File: src/common/operand_resolver_defs.svh
`ifndef OPERAND_RESOLVER_DEFS_SVH
`define OPERAND_RESOLVER_DEFS_SVH

// highest operand value that is taken as a frame offset
`define OFFSET_LIMIT      8'h5F
// bank reached by the low part of the access bank
`define ACCESS_LOW_BANK   4'h0
// bank reached by the high part of the access bank
`define ACCESS_HIGH_BANK  4'hF
// memory selector values
`define SEL_ACCESS        1'b0
`define SEL_BANKED        1'b1
// result target values
`define DEST_ACC          1'b0
`define DEST_FILE         1'b1
// reset values
`define ADDR_RST          12'h000
`define BYTE_RST          8'h00

`endif

File: src/common/operand_resolver_pkg.sv
package operand_resolver_pkg;

    // sequence idle -> read -> idle, or idle -> read -> write -> idle for an xor; each step flips one bit except write -> idle, which flips both
    typedef enum logic [1:0] {
        ST_IDLE  = 2'b00,
        ST_READ  = 2'b01,
        ST_WRITE = 2'b11
    } resolver_state_t;

    typedef struct packed {
        resolver_state_t st;
        logic [11:0]     addr;
        logic            rd;
        logic            idx;
        logic            xor_op;
        logic            dest;
        logic [7:0]      acc;
        logic            wr_file;
        logic            wr_acc;
        logic [7:0]      result;
        logic            neg;
        logic            zero;
        logic            done;
    } resolver_regs_t;

endpackage

File: src/logic/file_operand_address_resolver.sv
`timescale 1ns/1ps
`include "operand_resolver_defs.svh"

module file_operand_address_resolver
    import operand_resolver_pkg::*;
(
    input  wire logic        clk_sys_in,
    input  wire logic        rst_b_in,
    input  wire logic        req_valid_in,
    output logic             req_ready_out,
    input  wire logic [7:0]  operand_in,
    input  wire logic        access_sel_in,
    input  wire logic        dest_sel_in,
    input  wire logic        is_xor_in,
    input  wire logic        ext_set_en_in,
    input  wire logic [3:0]  bank_select_reg_in,
    input  wire logic [11:0] stack_frame_pointer_in,
    input  wire logic [7:0]  accumulator_in,
    input  wire logic [7:0]  file_data_in,
    output logic [11:0]      file_addr_out,
    output logic             file_rd_out,
    output logic             indexed_mode_out,
    output logic [7:0]       result_out,
    output logic             wr_file_out,
    output logic             wr_acc_out,
    output logic             neg_flag_out,
    output logic             zero_flag_out,
    output logic             done_out
);

    resolver_regs_t r_ff;
    resolver_regs_t nxt_r;
    logic           take;
    logic [11:0]    eff_addr;
    logic           use_offset;
    logic [7:0]     xor_val;

    assign req_ready_out = (r_ff.st == ST_IDLE);
    assign take          = req_valid_in && req_ready_out;

    // operand address resolution
    always_comb begin
        use_offset = ext_set_en_in && (access_sel_in == `SEL_ACCESS)
                     && (operand_in <= `OFFSET_LIMIT);
        if (use_offset) begin
            eff_addr = stack_frame_pointer_in + {4'h0, operand_in};
        end else if (access_sel_in == `SEL_BANKED) begin
            eff_addr = {bank_select_reg_in, operand_in};
        end else if (operand_in <= `OFFSET_LIMIT) begin
            eff_addr = {`ACCESS_LOW_BANK, operand_in};
        end else begin
            eff_addr = {`ACCESS_HIGH_BANK, operand_in};
        end
    end

    assign xor_val = r_ff.acc ^ file_data_in;

    // sequencing of request, read and write back
    always_comb begin
        nxt_r         = r_ff;
        nxt_r.rd      = 1'b0;
        nxt_r.wr_file = 1'b0;
        nxt_r.wr_acc  = 1'b0;
        nxt_r.done    = 1'b0;
        unique case (r_ff.st)
            ST_IDLE: begin
                if (take) begin
                    nxt_r.st     = ST_READ;
                    nxt_r.addr   = eff_addr;
                    nxt_r.idx    = use_offset;
                    nxt_r.rd     = 1'b1;
                    nxt_r.xor_op = is_xor_in;
                    nxt_r.dest   = dest_sel_in;
                    nxt_r.acc    = accumulator_in;
                end
            end
            ST_READ: begin
                if (r_ff.xor_op) begin
                    nxt_r.st      = ST_WRITE;
                    nxt_r.result  = xor_val;
                    nxt_r.neg     = xor_val[7];
                    nxt_r.zero    = (xor_val == `BYTE_RST);
                    nxt_r.wr_file = (r_ff.dest == `DEST_FILE);
                    nxt_r.wr_acc  = (r_ff.dest == `DEST_ACC);
                    nxt_r.done    = 1'b1;
                end else begin
                    nxt_r.st   = ST_IDLE;
                    nxt_r.done = 1'b1;
                end
            end
            ST_WRITE: begin
                nxt_r.st = ST_IDLE;
            end
            default: begin
                nxt_r.st = ST_IDLE;
            end
        endcase
    end

    // state register
    always_ff @(posedge clk_sys_in) begin
        if (!rst_b_in) begin
            r_ff <= '{st: ST_IDLE, addr: `ADDR_RST, rd: 1'b0, idx: 1'b0, xor_op: 1'b0,
                      dest: 1'b0, acc: `BYTE_RST, wr_file: 1'b0, wr_acc: 1'b0,
                      result: `BYTE_RST, neg: 1'b0, zero: 1'b0, done: 1'b0};
        end else begin
            r_ff <= nxt_r;
        end
    end

    // outputs straight from flops
    assign file_addr_out    = r_ff.addr;
    assign file_rd_out      = r_ff.rd;
    assign indexed_mode_out = r_ff.idx;
    assign result_out       = r_ff.result;
    assign wr_file_out      = r_ff.wr_file;
    assign wr_acc_out       = r_ff.wr_acc;
    assign neg_flag_out     = r_ff.neg;
    assign zero_flag_out    = r_ff.zero;
    assign done_out         = r_ff.done;

    // xor result and destination one cycle after the read
    xor_result_a: assert property (
        @(posedge clk_sys_in) disable iff (!rst_b_in)
        (r_ff.st == ST_READ && r_ff.xor_op) |=>
            (result_out == ($past(r_ff.acc) ^ $past(file_data_in)))
            && (wr_file_out == $past(r_ff.dest)) && (wr_acc_out != $past(r_ff.dest))
    ) else $error("xor result or destination wrong");

    // banked literal with extension off
    banked_literal_a: assert property (
        @(posedge clk_sys_in) disable iff (!rst_b_in)
        (take && !ext_set_en_in && access_sel_in) |=>
            file_rd_out && (file_addr_out == {$past(bank_select_reg_in), $past(operand_in)})
    ) else $error("banked literal address wrong");

    // access bank literal with extension off
    access_literal_a: assert property (
        @(posedge clk_sys_in) disable iff (!rst_b_in)
        (take && !ext_set_en_in && !access_sel_in) |=>
            !indexed_mode_out && (file_addr_out[7:0] == $past(operand_in))
            && (file_addr_out[11:8] == (($past(operand_in) <= `OFFSET_LIMIT)
                ? `ACCESS_LOW_BANK : `ACCESS_HIGH_BANK))
    ) else $error("access literal address wrong");

    // offset mode switched on by the extension
    offset_enable_a: assert property (
        @(posedge clk_sys_in) disable iff (!rst_b_in)
        take |=> (indexed_mode_out == $past(ext_set_en_in && !access_sel_in
                                            && (operand_in <= `OFFSET_LIMIT)))
    ) else $error("indexed mode flag wrong");

    // offset added to the frame pointer
    frame_offset_a: assert property (
        @(posedge clk_sys_in) disable iff (!rst_b_in)
        (take && ext_set_en_in && !access_sel_in && operand_in <= `OFFSET_LIMIT) |=>
            file_addr_out == ($past(stack_frame_pointer_in) + {4'h0, $past(operand_in)})
    ) else $error("frame offset address wrong");

    // zero pointer gives the access bank mapping
    frame_zero_a: assert property (
        @(posedge clk_sys_in) disable iff (!rst_b_in)
        (take && ext_set_en_in && !access_sel_in && operand_in <= `OFFSET_LIMIT
         && stack_frame_pointer_in == `ADDR_RST) |=>
            file_addr_out == {`ACCESS_LOW_BANK, $past(operand_in)}
    ) else $error("zero pointer mapping wrong");

    // high operands stay literal in extended mode
    high_literal_a: assert property (
        @(posedge clk_sys_in) disable iff (!rst_b_in)
        (take && ext_set_en_in && !access_sel_in && operand_in > `OFFSET_LIMIT) |=>
            !indexed_mode_out && (file_addr_out == {`ACCESS_HIGH_BANK, $past(operand_in)})
    ) else $error("high operand not literal");

    // read strobe one cycle after take, ready drops
    read_strobe_a: assert property (
        @(posedge clk_sys_in) disable iff (!rst_b_in)
        take |=> file_rd_out && !req_ready_out
    ) else $error("read strobe missing after take");

    // read strobe lasts a single cycle
    read_single_a: assert property (
        @(posedge clk_sys_in) disable iff (!rst_b_in)
        file_rd_out |=> !file_rd_out
    ) else $error("read strobe longer than one cycle");

    // plain read finishes with no write back
    plain_done_a: assert property (
        @(posedge clk_sys_in) disable iff (!rst_b_in)
        (r_ff.st == ST_READ && !r_ff.xor_op) |=>
            done_out && req_ready_out && !wr_file_out && !wr_acc_out
    ) else $error("plain read end wrong");

    // xor finishes with flags taken from the new result
    xor_flags_a: assert property (
        @(posedge clk_sys_in) disable iff (!rst_b_in)
        (r_ff.st == ST_READ && r_ff.xor_op) |=>
            done_out && !req_ready_out && (neg_flag_out == result_out[7])
            && (zero_flag_out == (result_out == `BYTE_RST))
    ) else $error("xor flags or done wrong");

    // write strobes last one cycle and ready returns
    write_once_a: assert property (
        @(posedge clk_sys_in) disable iff (!rst_b_in)
        (wr_file_out || wr_acc_out) |=> !wr_file_out && !wr_acc_out && req_ready_out
    ) else $error("write strobe longer than one cycle");

    // never both destinations at once
    write_excl_a: assert property (
        @(posedge clk_sys_in) disable iff (!rst_b_in)
        !(wr_file_out && wr_acc_out)
    ) else $error("both destinations written");

    // address and mode hold until the next take
    addr_hold_a: assert property (
        @(posedge clk_sys_in) disable iff (!rst_b_in)
        !take |=> $stable(file_addr_out) && $stable(indexed_mode_out)
    ) else $error("address changed without a take");

    // result and flags change only after an xor read
    result_hold_a: assert property (
        @(posedge clk_sys_in) disable iff (!rst_b_in)
        !(r_ff.st == ST_READ && r_ff.xor_op) |=>
            $stable(result_out) && $stable(neg_flag_out) && $stable(zero_flag_out)
    ) else $error("result changed without an xor");

endmodule // file_operand_address_resolver

File: config.mk
export PLATFORM = sky130hd
export DESIGN_NAME = file_operand_address_resolver
export DESIGN_NICKNAME = d
export VERILOG_FILES = /design/src/common/operand_resolver_pkg.sv /design/src/logic/file_operand_address_resolver.sv
export VERILOG_INCLUDE_DIRS = /design/src /design/src/common
export SDC_FILE = /design/constraint.sdc
export NUM_CORES = 1
export LEC_CHECK = 0
export BUFFER_PORTS_ARGS = -buffer_cell sky130_fd_sc_hd__buf_2
export CORE_ASPECT_RATIO = 1.1
export CORE_UTILIZATION = 45
export DETAILED_ROUTE_END_ITERATION = 8
export PLACE_DENSITY = 0.75
export SETUP_SLACK_MARGIN = 0.5
export SYNTH_ARGS = -nofsm -noshare
export SYNTH_HDL_FRONTEND = slang
export SYNTH_SLANG_ARGS = --single-unit
export TNS_END_PERCENT = 20
File: constraint.sdc
create_clock -name clk_sys_in -period 2.03 [get_ports clk_sys_in]
set_clock_uncertainty 0.15 [all_clocks]
set_input_delay 0.3045 -clock clk_sys_in [delete_from_list [all_inputs] [get_ports clk_sys_in]]
set_output_delay 0.3045 -clock clk_sys_in [all_outputs]
set_load 0.01 [all_outputs]
==> flow_summary_export.csv, run 1 <==
group,metric,value,unit
floorplan,pin_count,75,
yosys,netlist_top_cells_area,"dfxtp_1 (36%), buf_4 (7.1%), a21oi_1 (6.8%), nand2_1 (6.7%), ha_1 (4.7%)",
status,status,"finished clean",
worst_setup_path,worstPathBufferInverterCount,2,
timing,final_hold_viol_count,0,
final_layout,layoutNonFillerInstCount,384,
timing,relSlewSlack,0.752,
detailed_routing,detail-route-antenna-nets,0,
yosys,synth_area,2120,um^2
yosys,yosysTopAreaCell,"dfxtp_1",
power_and_ir_drop,peakVddDrop,0.298,mV
power_and_ir_drop,p_total,1.78,mW
yosys,yosysTopAreaCellShare,0.358,
placement,portBuffers,74,
worst_setup_path,crit_fanout,3,
cts,cts_max_path_buffers,2,
global_routing,grt_pass1_wl,8.09,mm
floorplan,core_area,4410,um^2
yosys,syn_avg_cell_area,8.04,um^2
worst_setup_path,path_class,"primary input to flip-flop",
floorplan,fp.dieArea,5000,um^2
global_routing,grt_pass1_vias,1819,
cts,h-tree-depth,2,
final_layout,syn2layout_area_growth,30.4,%
yosys,ys_warn_count,0,
detailed_routing,vias,2006,
worst_setup_path,arrival,1.78,ns
detailed_routing,drc,0,
final_layout,drive_above_1_share,0.376,
timing,hold_slack,0.103,ns
cts,cts_root_buf,"clkbuf_8",
run,drv_cap,0,
final_layout,final_core_util,0.628,
yosys,yosys_register_bits,38,
global_routing,grt_antenna_before_repair,0,
worst_setup_path,critPathTopFamily,"adder cells",
yosys,synth_flop_cell,"dfxtp_1",
detailed_routing,wl,5.19,mm
cts,cts_hold_buf,0,
detailed_routing,viasPerCell,5.22,
final_layout,fin_area,2770,um^2
timing,max_freq,578,MHz
yosys,syn_inst,264,
power_and_ir_drop,pwr-share-comb,0.249,
global_routing,grt.overflow.total,0,
yosys,ys_seq_area_frac,0.358,
worst_setup_path,cp-start-kind,"primary input",
cts,cts_buffers,5,
worst_setup_path,slowest_stage,"fa_2",
floorplan,placementRows,25,
floorplan,fp.dieW,67.5,um
worst_setup_path,crit_required,2.08,ns
global_routing,grt_start_max_net_pins,30,
yosys,synthTopCellsByCount,"dfxtp_1 (38), nand2_1 (38), a21oi_1 (29)",
power_and_ir_drop,p_sw_frac,0.286,
timing,fin_ws,0.300,ns
yosys,async_reset_ff_frac,0,
hold_path,hold_class,"primary input to flip-flop",
power_and_ir_drop,cellLeakagePower,1.21,nW
timing,rsz0062_at_grt,"yes",
placement,post-dp-hpwl,3.91,mm
worst_setup_path,slowest_delay,0.32,ns
detailed_routing,first_pass_iters,4,
final_layout,diodes,0,
timing,finalSetupViolations,0,
worst_setup_path,end_kind,"flip-flop",
power_and_ir_drop,p_per_area,643,nW/um^2
placement,dp.cells,373,
worst_setup_path,cp_cell_sequence,"buf_6 > ha_4 > inv_2 > fa_2 > nand2b_4 > a21oi_4 > o21ai_2 > mux2_2 > a211oi_2",
final_layout,nets,385,
power_and_ir_drop,clock_power_share,0.298,
timing,period_minus_slack,1.73,ns
timing,fin_crit_sh,0.852,
cts,cts_tree,"done",
placement,pre_cts_ws,-0.122,ns
yosys,ys_types,43,
cts,clk_pin_slew,0.07,ns
power_and_ir_drop,p_switching,0.510,mW
yosys,synth_fp_nets,320,
power_and_ir_drop,internal_power,1.27,mW
cts,clk_latency,0.28,ns
floorplan,start_util,0.481,
detailed_routing,drt_iter0_drc,87,
cts,clkSinkCount,38,
timing,worstMarginPinSlew,0.363,ns
placement,gp_congestion,0.969,
power_and_ir_drop,seqPwrFrac,0.454,
timing,slew_violations,0,
floorplan,dieHeight,74.0,um
yosys,synth-edff-count,0,
timing,tns,0,ns
detailed_routing,routedWlPerCell,13.5,um
global_routing,grt.total_usage,0.212,
placement,place_area,2530,um^2
final_layout,fillCellCount,419,
-- registers in the layout, summed over array words and instances, names as in the netlist --
register	count
file_addr_out	12
r_ff	12
result_out	8
done_out	1
file_rd_out	1
indexed_mode_out	1
wr_acc_out	1
wr_file_out	1
zero_flag_out	1
-- cells by family after synthesis --
logic type                 Yosys count  share of synthesized area
adders and majority gates            9                     0.0566
AOI/OAI and AO/OA                   76                      0.235
xor gates and xnor gates            10                     0.0413
buffers and inverters               40                      0.110
DFF                                 38                      0.358
muxes                                1                    0.00530
and+or+nand+nor                     90                      0.194
-- metal layers --
metal,vias to the layer above,wire [um],global-route usage,part of all wire
li1,1036,-,-,-
met2,78,2580,0.367,0.50
met1,877,2230,0.253,0.43
met4,0,91,0.0898,0.018
met3,15,284,0.0383,0.055
met5,-,0,0,0
-- power groups by stage --
| stage | clock [mW] | sequential (mW) | combinational (mW) |
|---|---|---|---|
| 4_1_cts | 0.543 | 0.809 | 0.413 |
| 6_report | 0.530 | 0.809 | 0.443 |
| 3_5_place_dp | 0 | 0.826 | 0.398 |
| 3_3_place_gp | 0 | 0.825 | 0.389 |
| 2_1_floorplan | 0 | 0.823 | 0.275 |
| 5_1_grt | 0.568 | 0.814 | 0.488 |
-- what timing repair did --
item                       CTS  global route
buffers inserted             0             3
resized for setup           10            14
pin swaps                    8             8
gates cloned                 0             0
setup endpoints to repair   15            23
-- cell usage in the layout (no fill, tap or decap), types with 3 or more instances in the layout --
master / Yosys / final
buf_4: 20 / 18
a21oi_4: 0 / 3
buf_6: 1 / 4
nand4_1: 3 / 3
nor2_1: 21 / 19
inv_1: 7 / 6
a211oi_1: 11 / 10
a21o_1: 4 / 4
dfxtp_1: 38 / 38
clkbuf_8: 0 / 6
nand3_1: 5 / 5
o21ai_0: 12 / 9
xnor2_1: 9 / 9
nor3_1: 3 / 3
buf_2: 1 / 69
nand2_1: 38 / 36
a21oi_1: 29 / 26
nor2b_1: 5 / 5
ha_4: 0 / 7
a311oi_1: 3 / 3
and3_1: 4 / 4
-- worst reg2reg max path: cells and delay by family (launching register included) --
family	cells	cell delay (ns)
AOI/OAI and AO/OA	2	0.16
DFF	1	0.33
and+or+nand+nor	3	0.92
-- final cells by class --
class,instances,area (um^2),share of cell area
Clock inverter,1,5.00,0.00181
Tap cell,54,67.6,0.0244
Multi-Input combinational cell,186,1300,0.469
Clock buffer,7,86.3,0.0312
Sequential cell,38,761,0.275
Timing Repair Buffer,91,526,0.190
Inverter,7,26.3,0.00949
-- final timing paths --
kind / startpoint / endpoint / slack [ns] / cells after the start
worst max-delay path: stack_frame_pointer_in[0] / file_addr_out[6]$_SDFFE_PN0P_ / 0.30 / 9
worst min-delay path: accumulator_in[4] / r_ff[17]$_SDFFE_PN0P_ / 0.10 / 3
worst max register to register: r_ff[38]$_SDFFE_PN0P_ / file_addr_out[10]$_SDFFE_PN0P_ / 0.41 / 5
worst min register to register: r_ff[21]$_SDFFE_PN0P_ / wr_acc_out$_SDFF_PN0_ / 0.29 / 1
Power figures use the tool's default switching activity.
==> run 2: changes to the inputs <==
CORE_UTILIZATION = 50   (was 45)
PLACE_DENSITY = 0.79   (was 0.75)
clock period = 2.05 ns   (was 2.03 ns; I/O delays follow)
==> run 2 against run 1 <==
Routed wire length increased by 1.6%; utilization up 5.2 points; worst hold slack about the same; critical path depth unchanged; die area is 9.7% lower; sequential power fell by 0.9%; global-route usage rose by 4.2 points; combinational power fell by 2%; design area down 1.2%; first-iteration DRC count fell by 1.1%; critical path type unchanged; critical endpoint is now file_addr_out[10]$_SDFFE_PN0P_; largest cell class unchanged.
==> flow_summary_export.csv, run 2 (same netlist as run 1, synthesis figures left out) <==
group,metric,value,unit
final_layout,fin_area,2740,um^2
status,status,"finished clean",
placement,post-dp-hpwl,3.99,mm
detailed_routing,vias,2086,
final_layout,layout_commonest_cell,"buf_2",
detailed_routing,dr_wl_met2,2.66,mm
detailed_routing,met3_wirelength,256,um
final_layout,nets,392,
detailed_routing,wl,5.27,mm
final_layout,syn2layout_area_growth,28.8,%
worst_setup_path,arrival,1.78,ns
cts,h-tree-depth,2,
timing,slew_violations,0,
timing,fin_crit_sh,0.835,
worst_setup_path,crit_required,2.12,ns
floorplan,dieHeight,70.3,um
final_layout,diodes,0,
timing,relSlewSlack,0.787,
placement,place_area,2560,um^2
detailed_routing,highest_layer,"met4",
floorplan,fp.dieArea,4510,um^2
detailed_routing,met1Wirelength,2.26,mm
worst_setup_path,crit_fanout,3,
timing,rsz0062_at_grt,"yes",
detailed_routing,detail-route-antenna-nets,0,
run,drv_cap,0,
final_layout,drive_above_1_share,0.369,
cts,clkSinkCount,38,
global_routing,grt_pass1_vias,1990,
final_layout,final_cell_mix,"buf_2 (72), nand2_1 (38), dfxtp_1 (38)",
timing,max_freq,584,MHz
final_layout,final_core_util,0.680,
detailed_routing,first_pass_iters,4,
worst_setup_path,cp-start-kind,"primary input",
timing,worstMarginPinSlew,0.318,ns
hold_path,hold_class,"primary input to flip-flop",
global_routing,grt_antenna_before_repair,0,
power_and_ir_drop,p_per_area,628,nW/um^2
cts,clk_pin_slew,0.07,ns
cts,cts_tree,"done",
cts,cts_buffers,5,
placement,gp_congestion,0.910,
power_and_ir_drop,peakVddDrop,0.284,mV
cts,clk_latency,0.29,ns
detailed_routing,drc,0,
floorplan,start_util,0.528,
global_routing,grt_start_max_net_pins,22,
floorplan,core_area,4020,um^2
worst_setup_path,slowest_delay,0.39,ns
global_routing,grt.total_usage,0.254,
worst_setup_path,cp_cell_sequence,"buf_6 > ha_4 > inv_2 > fa_2 > nand2b_4 > a21oi_4 > o21ai_2 > or4_1 > o221ai_1",
global_routing,grt.overflow.total,0,
cts,cts_root_buf,"clkbuf_8",
placement,portBuffers,74,
worst_setup_path,end_kind,"flip-flop",
timing,finalSetupViolations,0,
power_and_ir_drop,p_total,1.72,mW
timing,final_hold_viol_count,0,
global_routing,grt_pass1_wl,8.91,mm
floorplan,pin_count,75,
worst_setup_path,slowest_stage,"or4_1",
floorplan,fp.dieW,64.1,um
timing,period_minus_slack,1.71,ns
floorplan,placementRows,24,
detailed_routing,viasPerCell,5.38,
cts,cts_max_path_buffers,2,
worst_setup_path,path_class,"primary input to flip-flop",
final_layout,fillCellCount,358,
power_and_ir_drop,cellLeakagePower,1.23,nW
detailed_routing,routedWlPerCell,13.6,um
detailed_routing,drt_iter0_drc,86,
-- run 2: changes by cell type in the layout (fill, tap and decap cells not counted), moves of 2 or more --
cell / change
buf_4: +6
ha_4: -4
a21oi_2: +3
buf_2: +3
ha_1: +3
a21oi_4: -2
buf_6: -2
nand2_1: +2
nand2_2: -2
-- run 2: per-stage QoR --
step | setup TNS, ns | hold slack [ns] | setup WS (ns) | std cells
final | 0 | 0.103 | 0.338 | 388
after global routing | 0 | 0.0963 | 0.284 | 388
after CTS | 0 | 0.0995 | 0.352 | 388
after detailed placement | -0.193 | 0.285 | -0.0994 | 380
after global placement | -0.0984 | 0.268 | -0.0581 | 380
after floorplan | 0 | 0.256 | 0.0965 | 264
-- run 2: critical path, delay by kind of cell --
family	cells	cell delay, ns
AND/OR/NAND/NOR	2	0.55
adder cells (fa/ha/maj)	2	0.45
AO/OA/AOI/OAI	3	0.35
buffers and inverters	2	0.11
-- run 2: timing repair --
| action | 4_1_cts | 5_1_grt |
|---|---|---|
| hold buffers | 0 | 0 |
| buffers inserted | 1 | 0 |
| endpoints found under the hold margin | 0 | 0 |
| setup endpoints to repair | 8 | 12 |
| pin swaps | 12 | 3 |
| resized for setup | 12 | 5 |
-- run 2: report_power, final --
| part | total (mW) | internal, mW | leakage (nW) | switching, mW |
|---|---|---|---|---|
| registers | 0.802 | 0.779 | 0.311 | 0.0225 |
| clock network | 0.482 | 0.228 | 0.0438 | 0.253 |
| logic | 0.433 | 0.205 | 0.875 | 0.228 |
| total | 1.72 | 1.21 | 1.23 | 0.504 |
-- run 2: area by class of cell --
class | count | area [um^2] | share of cell area
clock buffers | 5 | 68.8 | 0.0252
inverters | 7 | 26.3 | 0.00961
multi-input cells | 186 | 1240 | 0.454
repair buffers | 98 | 563 | 0.206
clock inverters | 2 | 10.0 | 0.00366
well taps | 52 | 65.1 | 0.0238
flip-flops and latches | 38 | 761 | 0.278
-- run 2: per-layer routing --
| metal | global-route usage | vias up |
|---|---|---|
| met5 | 0 | - |
| met4 | 0.0963 | 0 |
| met3 | 0.0474 | 7 |
| met2 | 0.448 | 63 |
| met1 | 0.299 | 964 |
| li1 | - | 1052 |
-- run 2: path summary, 6_finish.rpt --
kind	from	endpoint	slack (ns)	cells past startpoint
worst min register to register	r_ff[21]$_SDFFE_PN0P_	wr_acc_out$_SDFF_PN0_	0.29	1
worst max-delay path	operand_in[0]	file_addr_out[10]$_SDFFE_PN0P_	0.34	9
worst min-delay path	accumulator_in[4]	r_ff[17]$_SDFFE_PN0P_	0.10	3
worst max register to register	r_ff[38]$_SDFFE_PN0P_	file_addr_out[10]$_SDFFE_PN0P_	0.38	5
==> run 3: changes to the inputs <==
CORE_UTILIZATION = 45   (was 50)
PLACE_DENSITY = 0.75   (was 0.79)
clock period = 1.45 ns   (was 2.05 ns; I/O delays follow)
==> run 3 against run 2 <==
The flow now finishes with violations (negative setup slack); worst setup slack worse by 0.56 ns; first-iteration DRC count is 15% higher; routed wire length is 21% higher; design area up 28%; global-route usage increased by 0.67 points; via count up 8.1%; largest power group unchanged.
==> flow_summary_export.csv, run 3 (same netlist as run 1, synthesis figures left out) <==
group,metric,value,unit
status,status,"finished, violations left",
status,failed_checks,"negative setup slack",
detailed_routing,wl,6.40,mm
placement,post-dp-hpwl,4.06,mm
power_and_ir_drop,p_total,2.74,mW
worst_setup_path,arrival,1.74,ns
power_and_ir_drop,p_per_area,782,nW/um^2
detailed_routing,drc,0,
worst_setup_path,crit_fanout,3,
floorplan,start_util,0.481,
worst_setup_path,critPathTopFamily,"adder cells",
timing,relSlewSlack,0.839,
placement,pre_cts_ws,-0.614,ns
run,drv_cap,0,
final_layout,syn2layout_area_growth,65.2,%
detailed_routing,vias,2254,
timing,fin_crit_sh,1.15,
cts,clk_latency,0.30,ns
power_and_ir_drop,peakVddDrop,0.378,mV
global_routing,grt_pass1_vias,2212,
final_layout,final_cell_mix,"buf_2 (49), buf_6 (36), buf_4 (35)",
power_and_ir_drop,cellLeakagePower,1.51,nW
floorplan,dieHeight,74.0,um
placement,gp_congestion,0.889,
cts,clkSinkCount,38,
placement,place_area,2780,um^2
global_routing,grt_antenna_before_repair,0,
cts,clk_pin_slew,0.08,ns
final_layout,diodes,0,
timing,final_hold_viol_count,0,
global_routing,grt_start_max_net_pins,30,
timing,rsz0062_at_grt,"yes",
detailed_routing,viasPerCell,5.35,
floorplan,fp.dieW,67.5,um
cts,cts_tree,"done",
final_layout,fin_area,3510,um^2
floorplan,core_area,4410,um^2
floorplan,placementRows,25,
global_routing,grt.overflow.total,0,
cts,cts_max_path_buffers,2,
placement,dp.cells,400,
timing,max_freq,597,MHz
worst_setup_path,worstPathBufferInverterCount,3,
timing,worstMarginPinSlew,0.242,ns
worst_setup_path,cp_cell_sequence,"buf_8 > ha_4 > inv_2 > fa_2 > nand2b_4 > a21oi_4 > buf_4 > o21ai_2 > mux2_2 > a211oi_2",
floorplan,pin_count,75,
cts,cts_root_buf,"clkbuf_8",
timing,fin_ws,-0.224,ns
global_routing,grt_pass1_wl,9.70,mm
final_layout,nets,423,
cts,cts_buffers,5,
placement,portBuffers,74,
global_routing,grt.total_usage,0.260,
detailed_routing,first_pass_iters,4,
hold_path,hold_class,"primary input to flip-flop",
floorplan,fp.dieArea,5000,um^2
detailed_routing,drt_iter0_drc,99,
final_layout,layout_commonest_cell,"buf_2",
final_layout,drive_above_1_share,0.599,
detailed_routing,detail-route-antenna-nets,0,
worst_setup_path,slowest_delay,0.33,ns
timing,slew_violations,0,
worst_setup_path,slowest_stage,"fa_2",
timing,finalSetupViolations,6,
final_layout,fillCellCount,269,
detailed_routing,routedWlPerCell,15.2,um
worst_setup_path,crit_required,1.52,ns
cts,cts_hold_buf,0,
worst_setup_path,cp-start-kind,"primary input",
final_layout,layoutNonFillerInstCount,421,
timing,period_minus_slack,1.67,ns
worst_setup_path,path_class,"primary input to flip-flop",
worst_setup_path,end_kind,"flip-flop",
cts,h-tree-depth,2,
[run 3: layout make-up]
cell class / count / area [um^2] / area share
repair buffers: 129 / 1080 / 0.307
clock inverters: 2 / 10.0 / 0.00285
inverters: 7 / 26.3 / 0.00749
flip-flops and latches: 38 / 786 / 0.224
well taps: 54 / 67.6 / 0.0193
clock buffers: 5 / 68.8 / 0.0196
multi-input cells: 186 / 1470 / 0.420
[run 3: worst paths after layout]
check | startpoint | to | slack [ns] | depth (start not counted)
worst max register to register | r_ff[38]$_SDFFE_PN0P_ | file_addr_out[10]$_SDFFE_PN0P_ | -0.09 | 5
worst min register to register | r_ff[21]$_SDFFE_PN0P_ | wr_acc_out$_SDFF_PN0_ | 0.32 | 1
worst max-delay path | stack_frame_pointer_in[0] | file_addr_out[6]$_SDFFE_PN0P_ | -0.22 | 10
worst min-delay path | accumulator_in[5] | r_ff[18]$_SDFFE_PN0P_ | 0.02 | 3
[run 3: worst reg2reg max path, delay by kind of cell, from the launching register on]
kind | cells | cell delay [ns]
simple gates | 3 | 0.80
flops | 1 | 0.34
compound gates | 2 | 0.17
[run 3: report_power, final]
part / total, mW / leakage [nW] / internal (mW) / switching, mW
clock: 0.711 / 0.0438 / 0.323 / 0.388
sequential: 1.15 / 0.319 / 1.11 / 0.0475
combinational: 0.877 / 1.15 / 0.474 / 0.403
total: 2.74 / 1.51 / 1.90 / 0.839
[run 3: through the flow]
stage          hold slack [ns]  TNS, ns  utilization
2_1_floorplan            0.203    -2.54            -
3_3_place_gp             0.269    -3.85        0.630
3_5_place_dp             0.284    -4.03        0.630
4_1_cts                0.00833   -0.653        0.768
5_1_grt                0.00918    -1.24        0.795
6_report                0.0181   -0.848        0.795
[run 3: timing repair]
action,4_1_cts,5_1_grt
resized for setup,113,24
setup buffers,10,3
endpoints found under the setup margin,66,65
pin swaps,59,27
gates cloned,1,0
[run 3: metal layers]
metal	vias up	global-route usage	routed length, um
li1	1116	-	-
met1	1037	0.276	2520
met2	83	0.475	3400
met3	18	0.0506	327
met4	0	0.142	152
met5	-	0	0
